`config.mk`:
```
export PLATFORM = sky130hd
export DESIGN_NAME = lfrc_top
export DESIGN_NICKNAME = d
export VERILOG_FILES = /design/src/shared/lfrc_pkg.sv /design/src/hw/lfrc_lf_tick.sv /design/src/hw/lfrc_top.sv
export SDC_FILE = /design/constraint.sdc
export NUM_CORES = 1
export LEC_CHECK = 0
export BUFFER_PORTS_ARGS = -buffer_cell sky130_fd_sc_hd__buf_2
export CORE_ASPECT_RATIO = 1.4
export CORE_UTILIZATION = 46
export DETAILED_ROUTE_END_ITERATION = 12
export PLACE_DENSITY = 0.67
export REMOVE_ABC_BUFFERS = 1
export SYNTH_ARGS = -nofsm -noshare
export SYNTH_HDL_FRONTEND = slang
export SYNTH_SLANG_ARGS = --single-unit
```
`constraint.sdc`:
```
create_clock -name clk_sys_in -period 10.9 [get_ports clk_sys_in]
set_input_delay 1.09 -clock clk_sys_in [delete_from_list [all_inputs] [get_ports clk_sys_in]]
set_output_delay 1.09 -clock clk_sys_in [all_outputs]
set_load 0.02 [all_outputs]
```
`src/shared/lfrc_pkg.sv`:
```
// Shared constants for the low-frequency real-time counter
package lfrc_pkg;
	// System and low-frequency clock rates
	localparam int unsigned CLK_SYS_HZ   = 200_000_000;
	localparam int unsigned LF_CLOCK_HZ  = 32_768;
	localparam int unsigned LF_HALF_CYC  = CLK_SYS_HZ / (2 * LF_CLOCK_HZ);
	localparam int          LF_HALF_W    = 12;
	// Task delay and start figures, in nanoseconds as printed
	localparam int unsigned TASK_DLY_MIN_NS = 15_259;
	localparam int unsigned TASK_DLY_MAX_NS = 45_776;
	localparam int unsigned START_TYP_NS    = 30_500;
	localparam int unsigned CLK_STABLE_NS   = 250_000;

	// Widths
	localparam int COUNT_W = 24;
	localparam int DIV_W   = 12;
	localparam int NUM_CMP = 4;
	localparam int NUM_EV  = 2 + NUM_CMP;

	// Counter values
	localparam logic [COUNT_W-1:0] COUNT_RESET   = 24'h000000;
	localparam logic [COUNT_W-1:0] COUNT_MAX     = 24'hffffff;
	localparam logic [COUNT_W-1:0] COUNT_NEAR_WR = 24'hfffff0;
	localparam logic [DIV_W-1:0]   DIV_RESET     = 12'h000;
	localparam logic [DIV_W-1:0]   CD_ZERO       = 12'h000;

	// Read-stall for a counter read (cycles of hreadyout low)
	localparam logic [1:0] CNT_RD_WAIT = 2'h3;

	// Register byte offsets
	localparam logic [11:0] OFS_TASK_START = 12'h000;
	localparam logic [11:0] OFS_TASK_STOP  = 12'h004;
	localparam logic [11:0] OFS_TASK_CLEAR = 12'h008;
	localparam logic [11:0] OFS_TASK_FNW   = 12'h00c;
	localparam logic [11:0] OFS_EV_TICK    = 12'h100;
	localparam logic [11:0] OFS_EV_WRAP    = 12'h104;
	localparam logic [11:0] OFS_EV_CMP0    = 12'h140;
	localparam logic [11:0] OFS_INTENSET   = 12'h304;
	localparam logic [11:0] OFS_INTENCLR   = 12'h308;
	localparam logic [11:0] OFS_EVENT_ROUTE_ENABLE      = 12'h340;
	localparam logic [11:0] OFS_EVTENSET   = 12'h344;
	localparam logic [11:0] OFS_EVTENCLR   = 12'h348;
	localparam logic [11:0] OFS_COUNTER    = 12'h504;
	localparam logic [11:0] OFS_DIVIDER    = 12'h508;
	localparam logic [11:0] OFS_CMP0       = 12'h540;

	// Field positions in enable registers
	localparam int BIT_TICK = 0;
	localparam int BIT_WRAP = 1;
	localparam int BIT_CMP0 = 16;

	// Event vector positions
	localparam int EV_TICK = 0;
	localparam int EV_WRAP = 1;
	localparam int EV_CMP0 = 2;

	// Task index in pending vectors
	localparam int TK_STOP  = 0;
	localparam int TK_CLEAR = 1;
	localparam int TK_FNW   = 2;

	typedef enum logic [1:0] {
		ST_STOPPED  = 2'b00,
		ST_STARTING = 2'b01,
		ST_RUNNING  = 2'b11
	} lfrc_state_e;
endpackage

```
`src/hw/lfrc_lf_tick.sv`:
```
// Low-frequency clock edge enables derived from the system clock
`timescale 1ns/1ps
module lfrc_lf_tick (
	input  wire logic clk_sys_in,
	input  wire logic rst_in,
	input  wire logic run_in,
	output logic      rise_en_out,
	output logic      fall_en_out
);
	import lfrc_pkg::*;

	localparam logic [LF_HALF_W-1:0] HALF_LAST = LF_HALF_W'(LF_HALF_CYC - 1);

	logic [LF_HALF_W-1:0] cnt_q;
	logic                 level_q;

	// Clock stands still while not running, so no edge leaks out
	always_ff @(posedge clk_sys_in or posedge rst_in) begin
		if (rst_in) begin
			cnt_q   <= '0;
			level_q <= 1'b0;
		end else if (!run_in) begin
			cnt_q   <= '0;
			level_q <= 1'b0;
		end else if (cnt_q == HALF_LAST) begin
			cnt_q   <= '0;
			level_q <= ~level_q;
		end else begin
			cnt_q <= cnt_q + 1'b1;
		end
	end

	assign rise_en_out = run_in && (cnt_q == HALF_LAST) && !level_q;
	assign fall_en_out = run_in && (cnt_q == HALF_LAST) && level_q;
endmodule

```
`src/hw/lfrc_top.sv`:
```
// Low-frequency real-time counter with AHB-Lite register slave
`timescale 1ns/1ps

module lfrc_top (
	input  wire logic                          clk_sys_in,
	input  wire logic                          rst_in,
	// AHB-Lite slave
	input  wire logic                          hsel_in,
	input  wire logic [31:0]                   haddr_in,
	input  wire logic [1:0]                    htrans_in,
	input  wire logic                          hwrite_in,
	input  wire logic [2:0]                    hsize_in,
	input  wire logic [31:0]                   hwdata_in,
	input  wire logic                          hready_in,
	output logic      [31:0]                   hrdata_out,
	output logic                               hreadyout_out,
	output logic                               hresp_out,
	// Low-frequency clock control
	input  wire logic                          low_freq_clock_stable_in,
	output logic                               low_freq_clock_request_out,
	// Routed events and fast clock request
	output logic      [lfrc_pkg::NUM_EV-1:0]   event_out,
	output logic                               fast_clock_request_out,
	output logic                               event_irq_out
);
	import lfrc_pkg::*;

	// Map event vector to enable register layout and back
	function automatic logic [31:0] ev_to_reg(input logic [NUM_EV-1:0] ev);
		logic [31:0] r;
		r = '0;
		r[BIT_TICK] = ev[EV_TICK];
		r[BIT_WRAP] = ev[EV_WRAP];
		r[BIT_CMP0 +: NUM_CMP] = ev[EV_CMP0 +: NUM_CMP];
		return r;
	endfunction

	function automatic logic [NUM_EV-1:0] reg_to_ev(input logic [31:0] r);
		logic [NUM_EV-1:0] ev;
		ev = '0;
		ev[EV_TICK] = r[BIT_TICK];
		ev[EV_WRAP] = r[BIT_WRAP];
		ev[EV_CMP0 +: NUM_CMP] = r[BIT_CMP0 +: NUM_CMP];
		return ev;
	endfunction

	// Low-frequency edge enables
	logic lf_rise;
	logic lf_fall;
	logic lf_run;

	assign lf_run = low_freq_clock_stable_in;

	lfrc_lf_tick u_lf_tick (
		.clk_sys_in  (clk_sys_in),
		.rst_in      (rst_in),
		.run_in      (lf_run),
		.rise_en_out (lf_rise),
		.fall_en_out (lf_fall)
	);

	// Bus address phase
	logic        ap_valid;
	logic        dp_wr_q;
	logic [11:0] dp_addr_q;
	logic [1:0]  wait_q;
	logic [31:0] rdata_q;
	logic [31:0] rd_mux;

	assign ap_valid = hsel_in && htrans_in[1] && hready_in;

	// Control and state registers
	lfrc_state_e          state_q;
	logic [COUNT_W-1:0]   count_q;
	logic [DIV_W-1:0]     divider_q;
	logic [DIV_W-1:0]     divider_countdown_q;
	logic [COUNT_W-1:0]   compare_value_q [NUM_CMP];
	logic [NUM_EV-1:0]    event_route_enable_q;
	logic [NUM_EV-1:0]    int_en_q;
	logic [NUM_EV-1:0]    ev_flag_q;
	logic                 start_pend_q;
	logic [2:0]           task_pend_q;
	logic [2:0]           fall_seen_q;

	// Data-phase write decode
	logic                 wr_start;
	logic                 wr_stop;
	logic                 wr_clear;
	logic                 wr_fnw;
	logic                 wr_div;
	logic [NUM_CMP-1:0]   wr_cmp;
	logic                 wr_go;

	assign wr_go    = dp_wr_q && hwdata_in[0];
	assign wr_start = wr_go && (dp_addr_q == OFS_TASK_START);
	assign wr_stop  = wr_go && (dp_addr_q == OFS_TASK_STOP);
	assign wr_clear = wr_go && (dp_addr_q == OFS_TASK_CLEAR);
	assign wr_fnw   = wr_go && (dp_addr_q == OFS_TASK_FNW);
	assign wr_div   = dp_wr_q && (dp_addr_q == OFS_DIVIDER)
	                  && (state_q == ST_STOPPED) && !start_pend_q;

	always_comb begin
		for (int i = 0; i < NUM_CMP; i++) begin
			wr_cmp[i] = dp_wr_q && (dp_addr_q == OFS_CMP0 + 12'(4 * i));
		end
	end

	// Task application on low-frequency edges
	logic apply_stop;
	logic apply_clear;
	logic apply_fnw;
	logic apply_start;
	logic incr;
	logic [COUNT_W-1:0] count_next;

	// a falling then a rising edge before the task acts
	assign apply_stop  = lf_rise && task_pend_q[TK_STOP]  && fall_seen_q[TK_STOP];
	assign apply_clear = lf_rise && task_pend_q[TK_CLEAR] && fall_seen_q[TK_CLEAR];
	assign apply_fnw   = lf_rise && task_pend_q[TK_FNW]   && fall_seen_q[TK_FNW];
	// start arms on next falling edge
	// Falling arm puts first step half to one and a half periods out
	assign apply_start = lf_fall && start_pend_q;

	// step only when countdown is zero
	assign incr = lf_rise && (state_q == ST_RUNNING) && (divider_countdown_q == CD_ZERO)
	              && !apply_stop && !apply_clear && !apply_fnw;
	assign count_next = count_q + 1'b1;

	// Pending tasks: set on write, cleared when applied; a stop write also drops a pending start
	always_ff @(posedge clk_sys_in or posedge rst_in) begin
		if (rst_in) begin
			task_pend_q  <= '0;
			fall_seen_q  <= '0;
			start_pend_q <= 1'b0;
		end else begin
			for (int t = 0; t < 3; t++) begin
				logic wr_t;
				logic ap_t;
				wr_t = (t == TK_STOP) ? wr_stop : (t == TK_CLEAR) ? wr_clear : wr_fnw;
				ap_t = (t == TK_STOP) ? apply_stop : (t == TK_CLEAR) ? apply_clear : apply_fnw;
				if (wr_t) begin
					task_pend_q[t] <= 1'b1;
					fall_seen_q[t] <= 1'b0;
				end else if (ap_t) begin
					task_pend_q[t] <= 1'b0;
					fall_seen_q[t] <= 1'b0;
				end else if (lf_fall && task_pend_q[t]) begin
					fall_seen_q[t] <= 1'b1;
				end
			end
			if (wr_start) begin
				start_pend_q <= 1'b1;
			end else if (apply_start || wr_stop) begin
				start_pend_q <= 1'b0;
			end
		end
	end

	// clock requested while a near-wrap load waits for it
	assign low_freq_clock_request_out = task_pend_q[TK_FNW] && !low_freq_clock_stable_in;

	// Run state
	always_ff @(posedge clk_sys_in or posedge rst_in) begin
		if (rst_in) begin
			state_q <= ST_STOPPED;
		end else if (wr_start) begin
			state_q <= ST_STARTING;
		end else if (apply_stop) begin
			state_q <= ST_STOPPED;
		end else if (apply_start && state_q == ST_STARTING) begin
			state_q <= ST_RUNNING;
		end
	end

	// Counter and divider countdown
	always_ff @(posedge clk_sys_in or posedge rst_in) begin
		if (rst_in) begin
			count_q             <= COUNT_RESET;
			divider_countdown_q <= DIV_RESET;
		end else if (apply_clear) begin
			count_q             <= COUNT_RESET;
			divider_countdown_q <= divider_q;
		end else if (apply_fnw) begin
			count_q             <= COUNT_NEAR_WR;
			divider_countdown_q <= divider_q;
		end else if (wr_start) begin
			divider_countdown_q <= divider_q;
		end else if (incr) begin
			// one step per divider+1 low-frequency rising edges
			count_q             <= count_next;
			divider_countdown_q <= divider_q;
		end else if (lf_rise && state_q == ST_RUNNING) begin
			divider_countdown_q <= divider_countdown_q - 1'b1;
		end
	end

	// Raw events; compares only fire on a real step
	logic [NUM_EV-1:0] ev_raw;
	logic [NUM_EV-1:0] ev_on;

	always_comb begin
		ev_raw = '0;
		ev_raw[EV_TICK] = incr;
		ev_raw[EV_WRAP] = incr && (count_q == COUNT_MAX);
		for (int i = 0; i < NUM_CMP; i++) begin
			// match only on N-1 to N step
			ev_raw[EV_CMP0 + i] = incr && (count_next == compare_value_q[i]);
		end
	end

	// route enable gates the event; route or interrupt enable gates its fast clock request
	assign ev_on                  = ev_raw & (event_route_enable_q | int_en_q);
	assign event_out              = ev_raw & event_route_enable_q;
	assign fast_clock_request_out = |ev_on;
	assign event_irq_out          = |(ev_flag_q & int_en_q);

	// Sticky event flags; set wins over a software clear
	always_ff @(posedge clk_sys_in or posedge rst_in) begin
		if (rst_in) begin
			ev_flag_q <= '0;
		end else begin
			for (int e = 0; e < NUM_EV; e++) begin
				logic [11:0] fa;
				fa = (e == EV_TICK) ? OFS_EV_TICK :
				     (e == EV_WRAP) ? OFS_EV_WRAP : OFS_EV_CMP0 + 12'(4 * (e - EV_CMP0));
				if (ev_on[e]) begin
					ev_flag_q[e] <= 1'b1;
				end else if (dp_wr_q && dp_addr_q == fa) begin
					ev_flag_q[e] <= hwdata_in[0];
				end
			end
		end
	end

	// Enables, divider and compare values
	always_ff @(posedge clk_sys_in or posedge rst_in) begin
		if (rst_in) begin
			event_route_enable_q <= '0;
			int_en_q             <= '0;
			divider_q            <= DIV_RESET;
			for (int i = 0; i < NUM_CMP; i++) begin
				compare_value_q[i] <= COUNT_RESET;
			end
		end else if (dp_wr_q) begin
			unique case (dp_addr_q)
				OFS_EVENT_ROUTE_ENABLE:    event_route_enable_q <= reg_to_ev(hwdata_in);
				OFS_EVTENSET: event_route_enable_q <= event_route_enable_q | reg_to_ev(hwdata_in);
				OFS_EVTENCLR: event_route_enable_q <= event_route_enable_q & ~reg_to_ev(hwdata_in);
				OFS_INTENSET: int_en_q <= int_en_q | reg_to_ev(hwdata_in);
				OFS_INTENCLR: int_en_q <= int_en_q & ~reg_to_ev(hwdata_in);
				default: begin
					if (wr_div) begin
						divider_q <= hwdata_in[DIV_W-1:0];
					end
					for (int i = 0; i < NUM_CMP; i++) begin
						if (wr_cmp[i]) begin
							compare_value_q[i] <= hwdata_in[COUNT_W-1:0];
						end
					end
				end
			endcase
		end
	end

	// Read mux at the address phase
	always_comb begin
		rd_mux = '0;
		unique case (haddr_in[11:0])
			OFS_EV_TICK:  rd_mux[0] = ev_flag_q[EV_TICK];
			OFS_EV_WRAP:  rd_mux[0] = ev_flag_q[EV_WRAP];
			OFS_INTENSET: rd_mux = ev_to_reg(int_en_q);
			OFS_INTENCLR: rd_mux = ev_to_reg(int_en_q);
			OFS_EVENT_ROUTE_ENABLE:    rd_mux = ev_to_reg(event_route_enable_q);
			OFS_EVTENSET: rd_mux = ev_to_reg(event_route_enable_q);
			OFS_EVTENCLR: rd_mux = ev_to_reg(event_route_enable_q);
			OFS_COUNTER:  rd_mux[COUNT_W-1:0] = count_q;
			OFS_DIVIDER:  rd_mux[DIV_W-1:0] = divider_q;
			default: begin
				for (int i = 0; i < NUM_CMP; i++) begin
					if (haddr_in[11:0] == OFS_CMP0 + 12'(4 * i)) begin
						rd_mux[COUNT_W-1:0] = compare_value_q[i];
					end
					if (haddr_in[11:0] == OFS_EV_CMP0 + 12'(4 * i)) begin
						rd_mux[0] = ev_flag_q[EV_CMP0 + i];
					end
				end
			end
		endcase
	end

	// Bus phase tracking and counter read stall
	always_ff @(posedge clk_sys_in or posedge rst_in) begin
		if (rst_in) begin
			dp_wr_q   <= 1'b0;
			dp_addr_q <= '0;
			wait_q    <= '0;
			rdata_q   <= '0;
		end else if (hreadyout_out) begin
			dp_wr_q   <= ap_valid && hwrite_in;
			dp_addr_q <= haddr_in[11:0];
			if (ap_valid && !hwrite_in) begin
				rdata_q <= rd_mux;
			end
			// three stalled cycles on a counter read
			if (ap_valid && !hwrite_in && haddr_in[11:0] == OFS_COUNTER) begin
				wait_q <= CNT_RD_WAIT;
			end
		end else begin
			dp_wr_q <= 1'b0;
			wait_q  <= wait_q - 1'b1;
		end
	end

	// ready low while the stall counts down
	assign hreadyout_out = (wait_q == 2'h0);
	assign hresp_out     = 1'b0;
	assign hrdata_out    = rdata_q;
endmodule

```
== Word-level counts from Yosys, hierarchy flattened ==
Index checks and enable logic that the tools add are counted.

* Bits of input ports: 75
* Output and inout bits: 43
* Bits in registers: 223

* Multiplexer cells: 62
* Reductions and logical operators: 95
* Add/subtract/negate cells: 4
* Bitwise operators: 11
* Equality and inequality tests: 47

{| class="wikitable"
|+ Operators by type and width
! kind !! count
|-
| two-way mux 24 bit || 9
|-
| equality test 12 x 9 -> 1 bit (second input constant) || 12
|-
| equality test 12 x 11 -> 1 bit (second input constant) || 11
|-
| equality test 12 x 10 -> 1 bit (second input constant) || 10
|-
| equality test 24 bit || 4
|-
| two-way mux 12 bit || 7
|-
| one-hot mux 11 bit (5 select lines) || 1
|-
| logical AND 1 bit || 48
|-
| one-hot mux 12 bit (4 select lines) || 1
|-
| two-way mux 1 bit || 36
|-
| bitwise AND 6 bit || 5
|-
| adder 24 x 1 -> 24 bit (second input constant) || 1
|-
| equality test 12 x 4 -> 1 bit (second input constant) || 2
|-
| equality test 24 bit (second input constant) || 1
|-
| logical NOT 12 bit || 2
|-
| nonzero test 2 bit || 11
|-
| bitwise OR 6 bit || 3
|-
| one-hot mux 6 bit (3 select lines) || 1
|-
| nonzero test 3 bit || 6
|-
| AND reduction 3 bit || 5
|-
| adder 12 x 1 -> 12 bit (second input constant) || 1
|-
| equality test 12 bit (second input constant) || 1
|-
| equality test 12 x 3 -> 1 bit (second input constant) || 1
|-
| one-hot mux 6 bit (2 select lines) || 1
|-
| 20 further kinds || 39
|}

== Depth between registers and ports, before layout ==
* Depth in word-level cells: 13
* Mapped depth: 12
* Mapped depth without buffers: 10

== Cells and area by module ==
Synthesis repeated with hierarchy kept, for this count alone.

* Cell total of the unflattened synthesis: 1,342
* Area total of the unflattened synthesis: 13,370.3 sq um

{| class="wikitable"
|+ Modules (own cells, without submodules)
! module !! cells each !! times used !! area an instance (sq um) !! sequential area each (sq um)
|-
| lfrc_top || 1,273 || 1 || 12,669.7 || 5,255.0
|-
| lfrc_lf_tick || 69 || 1 || 700.7 || 325.3
|}

== Least setup slack after synthesis ==
Ideal clock, no wire load.

* Path kind: register to output
* Start point: reg count_q[1]
* End point: out fast_clock_request_out
* Stages on the path, launching flop included: 12
* Arrival: 2,882 ps
* Path slack: 6,928 ps
* Path through: dfrtp_1 ha_1 and3_1 buf_4 nand4_4 or4_1 buf_2 mux2i_1 a211oi_1 nand4_1 or4_1 nand4_1

* Cells in the longest elaborated chain, start to end: 5
* Elaborated cells on any way between the ends: 13
* Classes of those cells: add/sub: 1; eq/ne: 5; bitwise: 1; reduce/logical: 6

{| class="wikitable"
|+ Ends and longest elaborated chain
! item !! RTL line !! source
|-
| start, declared || lfrc_top.sv:74 || <nowiki>logic [COUNT_W-1:0] count_q;</nowiki>
|-
| start signal, assigned || lfrc_top.sv:190 || <nowiki>count_q <= count_next;</nowiki>
|-
| adder 24 x 1 -> 24 bit || lfrc_top.sv:127 || <nowiki>assign count_next = count_q + 1'b1;</nowiki>
|-
| equality test 24 bit || lfrc_top.sv:207 || <nowiki>ev_raw[EV_CMP0 + i] = incr && (count_next == compare_value_q[i]);</nowiki>
|-
| logical AND 1 bit || lfrc_top.sv:207 ||
|-
| bitwise AND 6 bit (*) || lfrc_top.sv:212 || <nowiki>assign ev_on = ev_raw & (event_route_enable_q | int_en_q);</nowiki>
|-
| OR reduction 6 bit (*) || lfrc_top.sv:214 || <nowiki>assign fast_clock_request_out = |ev_on;</nowiki>
|-
| end, declared || lfrc_top.sv:23 || <nowiki>output logic fast_clock_request_out,</nowiki>
|}

Mark *: on every way between the ends. The rest lies on a longest branch, timed or not.

== Worst setup path in the final report ==
* Start point: reg count_q[0]
* End point: out fast_clock_request_out

The elaborated chain is that of the path after synthesis.

==> impl_results.md <==
* Status: complete, no violations
* GRT overflow at 0
* CTS sink cnt at 223
* Biggest area consumer among synthesized cells: dfrtp_1
* TritonCTS Buffers at 24
* HP Start: hrdata_out[21]
* Reg clk slew, reported paths at 0.06 ns
* Root buf cell: clkbuf_16
* Most common cell after layout, fill and taps aside: dfrtp_1
* WP data required at 9.81 ns
* R2R Path Start: count_q[0]
* Commonest cells after routing, fill and taps aside: dfrtp_1, mux2_2, nand2_1, a21oi_1, nor2_1
* Max clock buf depth at 3
* Sequential area share after synthesis at 41.5%
* Crit path launch type: register
* Num ports at 118
* Met2 wire length at 23200 um
* Slew HR at 14.8%
* Initial antenna violation count at 0
* Largest cells by area after synthesis: dfrtp_1, mux2_2, xnor2_1
* 1st-pass router iterations at 6
* Port buffer count at 76
* Layout fillers at 2616
* Synth Cell Area at 13500 um^2
* Die Y at 204 um
* Mean Syn Cell Area at 9.90 um^2
* Post-CTS Resized at 0
* Initial drt markers at 796
* Cells after Synth at 1359
* VDD IR max at 0.000122 V
* Avg WL per Cell at 26.1 um
* Final WL at 46600 um
* Flop and latch count out of synthesis at 223
* H-tree depth at 1
* Highest layer used for signal routing: met4
* Lkg Pwr at 6.18 nW
* First-pass GRT wire length at 69900 um
* Drt via density at 6.41
* CP max stage delay at 0.72 ns
* Clock Latency Late Sink at 0.56 ns
* Post-synth ARST share at 100%
* Yosys cell types at 90
* Post-CTS setup buffers at 0
* Layout Nets at 1472
* Final instance area at 15000 um^2
* Fmax at 0.164 GHz
* Final HPWL DP at 33500 um
* Core region area at 28600 um^2
* FF-to-FF setup slack at 6.60 ns
* CP arrival at 5.01 ns
* Worst slew pin tran at 1.27 ns
* Cts hold-fix bufs at 0
* Cell Rows at 73
* Antenna fix cells at 0
* Share of cells above drive strength 1 at 21.4%
* Worst path depth at 10
* CP Max Fanout at 10
* HP Class: reg2reg
* Final ANT Viol Nets at 0
* Wl on met1 at 18400 um
* P&R area growth vs syn at 11.4%
* Ys flop type: dfrtp_1
* Slowest cell on the critical path: or4_1
* TNS Setup at 0 ns
* Fin crit share at 56.0%
* Placed cell area at 14100 um^2
* CTS tree: yes
* Met3 WL at 2530 um
* Final hold vios at 0
* Vias in the first global route at 11200
* Cells on worst reg2reg path at 9
* Crit. End Element: output port
* RSZ-0062 raised after global routing: false
* Yosys top cell area share at 41.5%
* Crit path to: fast_clock_request_out
* Critical path type: reg2out
* Buf/Inv on CP at 1
* Fin crit period at 6.10 ns
* PD cells at 139 nW/um^2
* Largest net degree at the start of global routing at 78
* Worst R2R End: ev_flag_q[3]
* Yosys warns at 0
* Fin. max-slew vios at 0
* Clk_skew at 0.0341 ns
* Total GRT Usage at 31.4%
* Crit path cell chain: ha_1 -> and3_1 -> nand4_4 -> or4_1 -> mux2i_1 -> a211oi_1 -> nand4_1 -> or4_1 -> nand4_1 -> buf_2
* # setup viols final at 0
* Worst setup startpoint: count_q[0]
* MaxCap Viol Count at 0
* Post-synth EDFFs at 0
* CP delay by family, top: simple AND/OR/NAND/NOR gates
* Routed vias at 11400
* DRC at 0
* Die ar. at 29900 um^2
* Routability-driven placement congestion ratio at 0.961
* Starting density of the core at 47.1%
* Die W at 147 um
## logic make-up (layout without fill, tap and decap cells)
family	after synthesis	after routing	synth area share [%]
and+or+nand+nor	453	453	18.9
AOI/OAI and AO/OA	322	322	16.9
DFF	223	223	41.5
muxes	132	132	11.0
buffers and inverters	118	160	3.93
xor gates and xnor gates	104	104	7.25
adders and majority gates	6	6	0.558
other	1	9	0.0279
## where the power goes
group | total (W) | switching [W] | internal (W)
registers | 0.000945 | 0.0000640 | 0.000881
clock network | 0.000936 | 0.000354 | 0.000582
logic | 0.000207 | 0.000114 | 0.0000921
## flip-flops by register name (all words and copies together), names as in the netlist, named ones only
signal                cells
state_q                   2
fall_seen_q               3
dp_addr_q                12
ev_flag_q                 6
hrdata_out               24
divider_countdown_q      12
start_pend_q              1
task_pend_q               3
event_route_enable_q      6
u_lf_tick.cnt_q          12
divider_q                12
wait_q                    2
count_q                  24
dp_wr_q                   1
compare_value_q          96
u_lf_tick.level_q         1
## synth_stat cells (8+ instances only)
cell,n
dfrtp_1,223
mux2_2,122
nand2_1,107
nor2_1,81
a21oi_1,78
xnor2_1,62
o21ai_0,54
clkbuf_1,53
nand3_1,53
nor3_1,37
xor2_1,36
a22oi_1,29
inv_1,25
nor4_1,20
and3_1,18
buf_4,18
nand4_1,18
a21o_1,17
a221oi_1,16
a22o_1,16
buf_2,15
nand3b_1,13
a222oi_1,12
o211ai_1,11
or3_1,11
a31oi_1,10
and2_1,10
or4_1,10
mux2i_1,9
nor3b_1,9
a221o_1,8
a41oi_1,8
and4_1,8
nand2b_1,8
nor2b_1,8
## layer usage
layer	global-route usage, %	up-vias
li1	-	5143
met1	37.8	5708
met2	54.5	445
met3	3.93	134
met4	17.4	0
met5	0	-
## worst min-delay path by stage
stage,endpoint,cells after the start
2_1_floorplan,wait_q[0],1
3_3_place_gp,hrdata_out[21],1
3_5_place_dp,hrdata_out[15],1
4_1_cts,hrdata_out[22],1
5_1_grt,hrdata_out[20],1
6_report,hrdata_out[21],1
## metrics by stage
| stage | hold WS, ns | total power (W) | cells | util (%) | setup WS, ns |
|---|---|---|---|---|---|
| finish | 0.469 | 0.00209 | 1784 | 52.4 | 4.80 |
| global route | 0.491 | 0.00216 | 1784 | 52.4 | 4.66 |
| CTS | 0.473 | 0.00210 | 1784 | 52.4 | 4.88 |
| detailed placement | 0.460 | 0.00117 | 1740 | 49.3 | 5.49 |
| global placement | 0.455 | 0.00116 | 1740 | 49.3 | 5.53 |
| floorplan | 0.447 | 0.00109 | 1275 | - | 3.70 |
## area by class of cell
class / count / area (um^2) / area share (%)
inverters: 26 / 105 / 0.701
flip-flops and latches: 223 / 5580 / 37.2
multi-input cells: 1026 / 7440 / 49.6
clock inverters: 13 / 236 / 1.58
repair buffers: 90 / 485 / 3.24
clock buffers: 31 / 677 / 4.51
well taps: 375 / 469 / 3.13
Power figures use the tool's default switching activity.
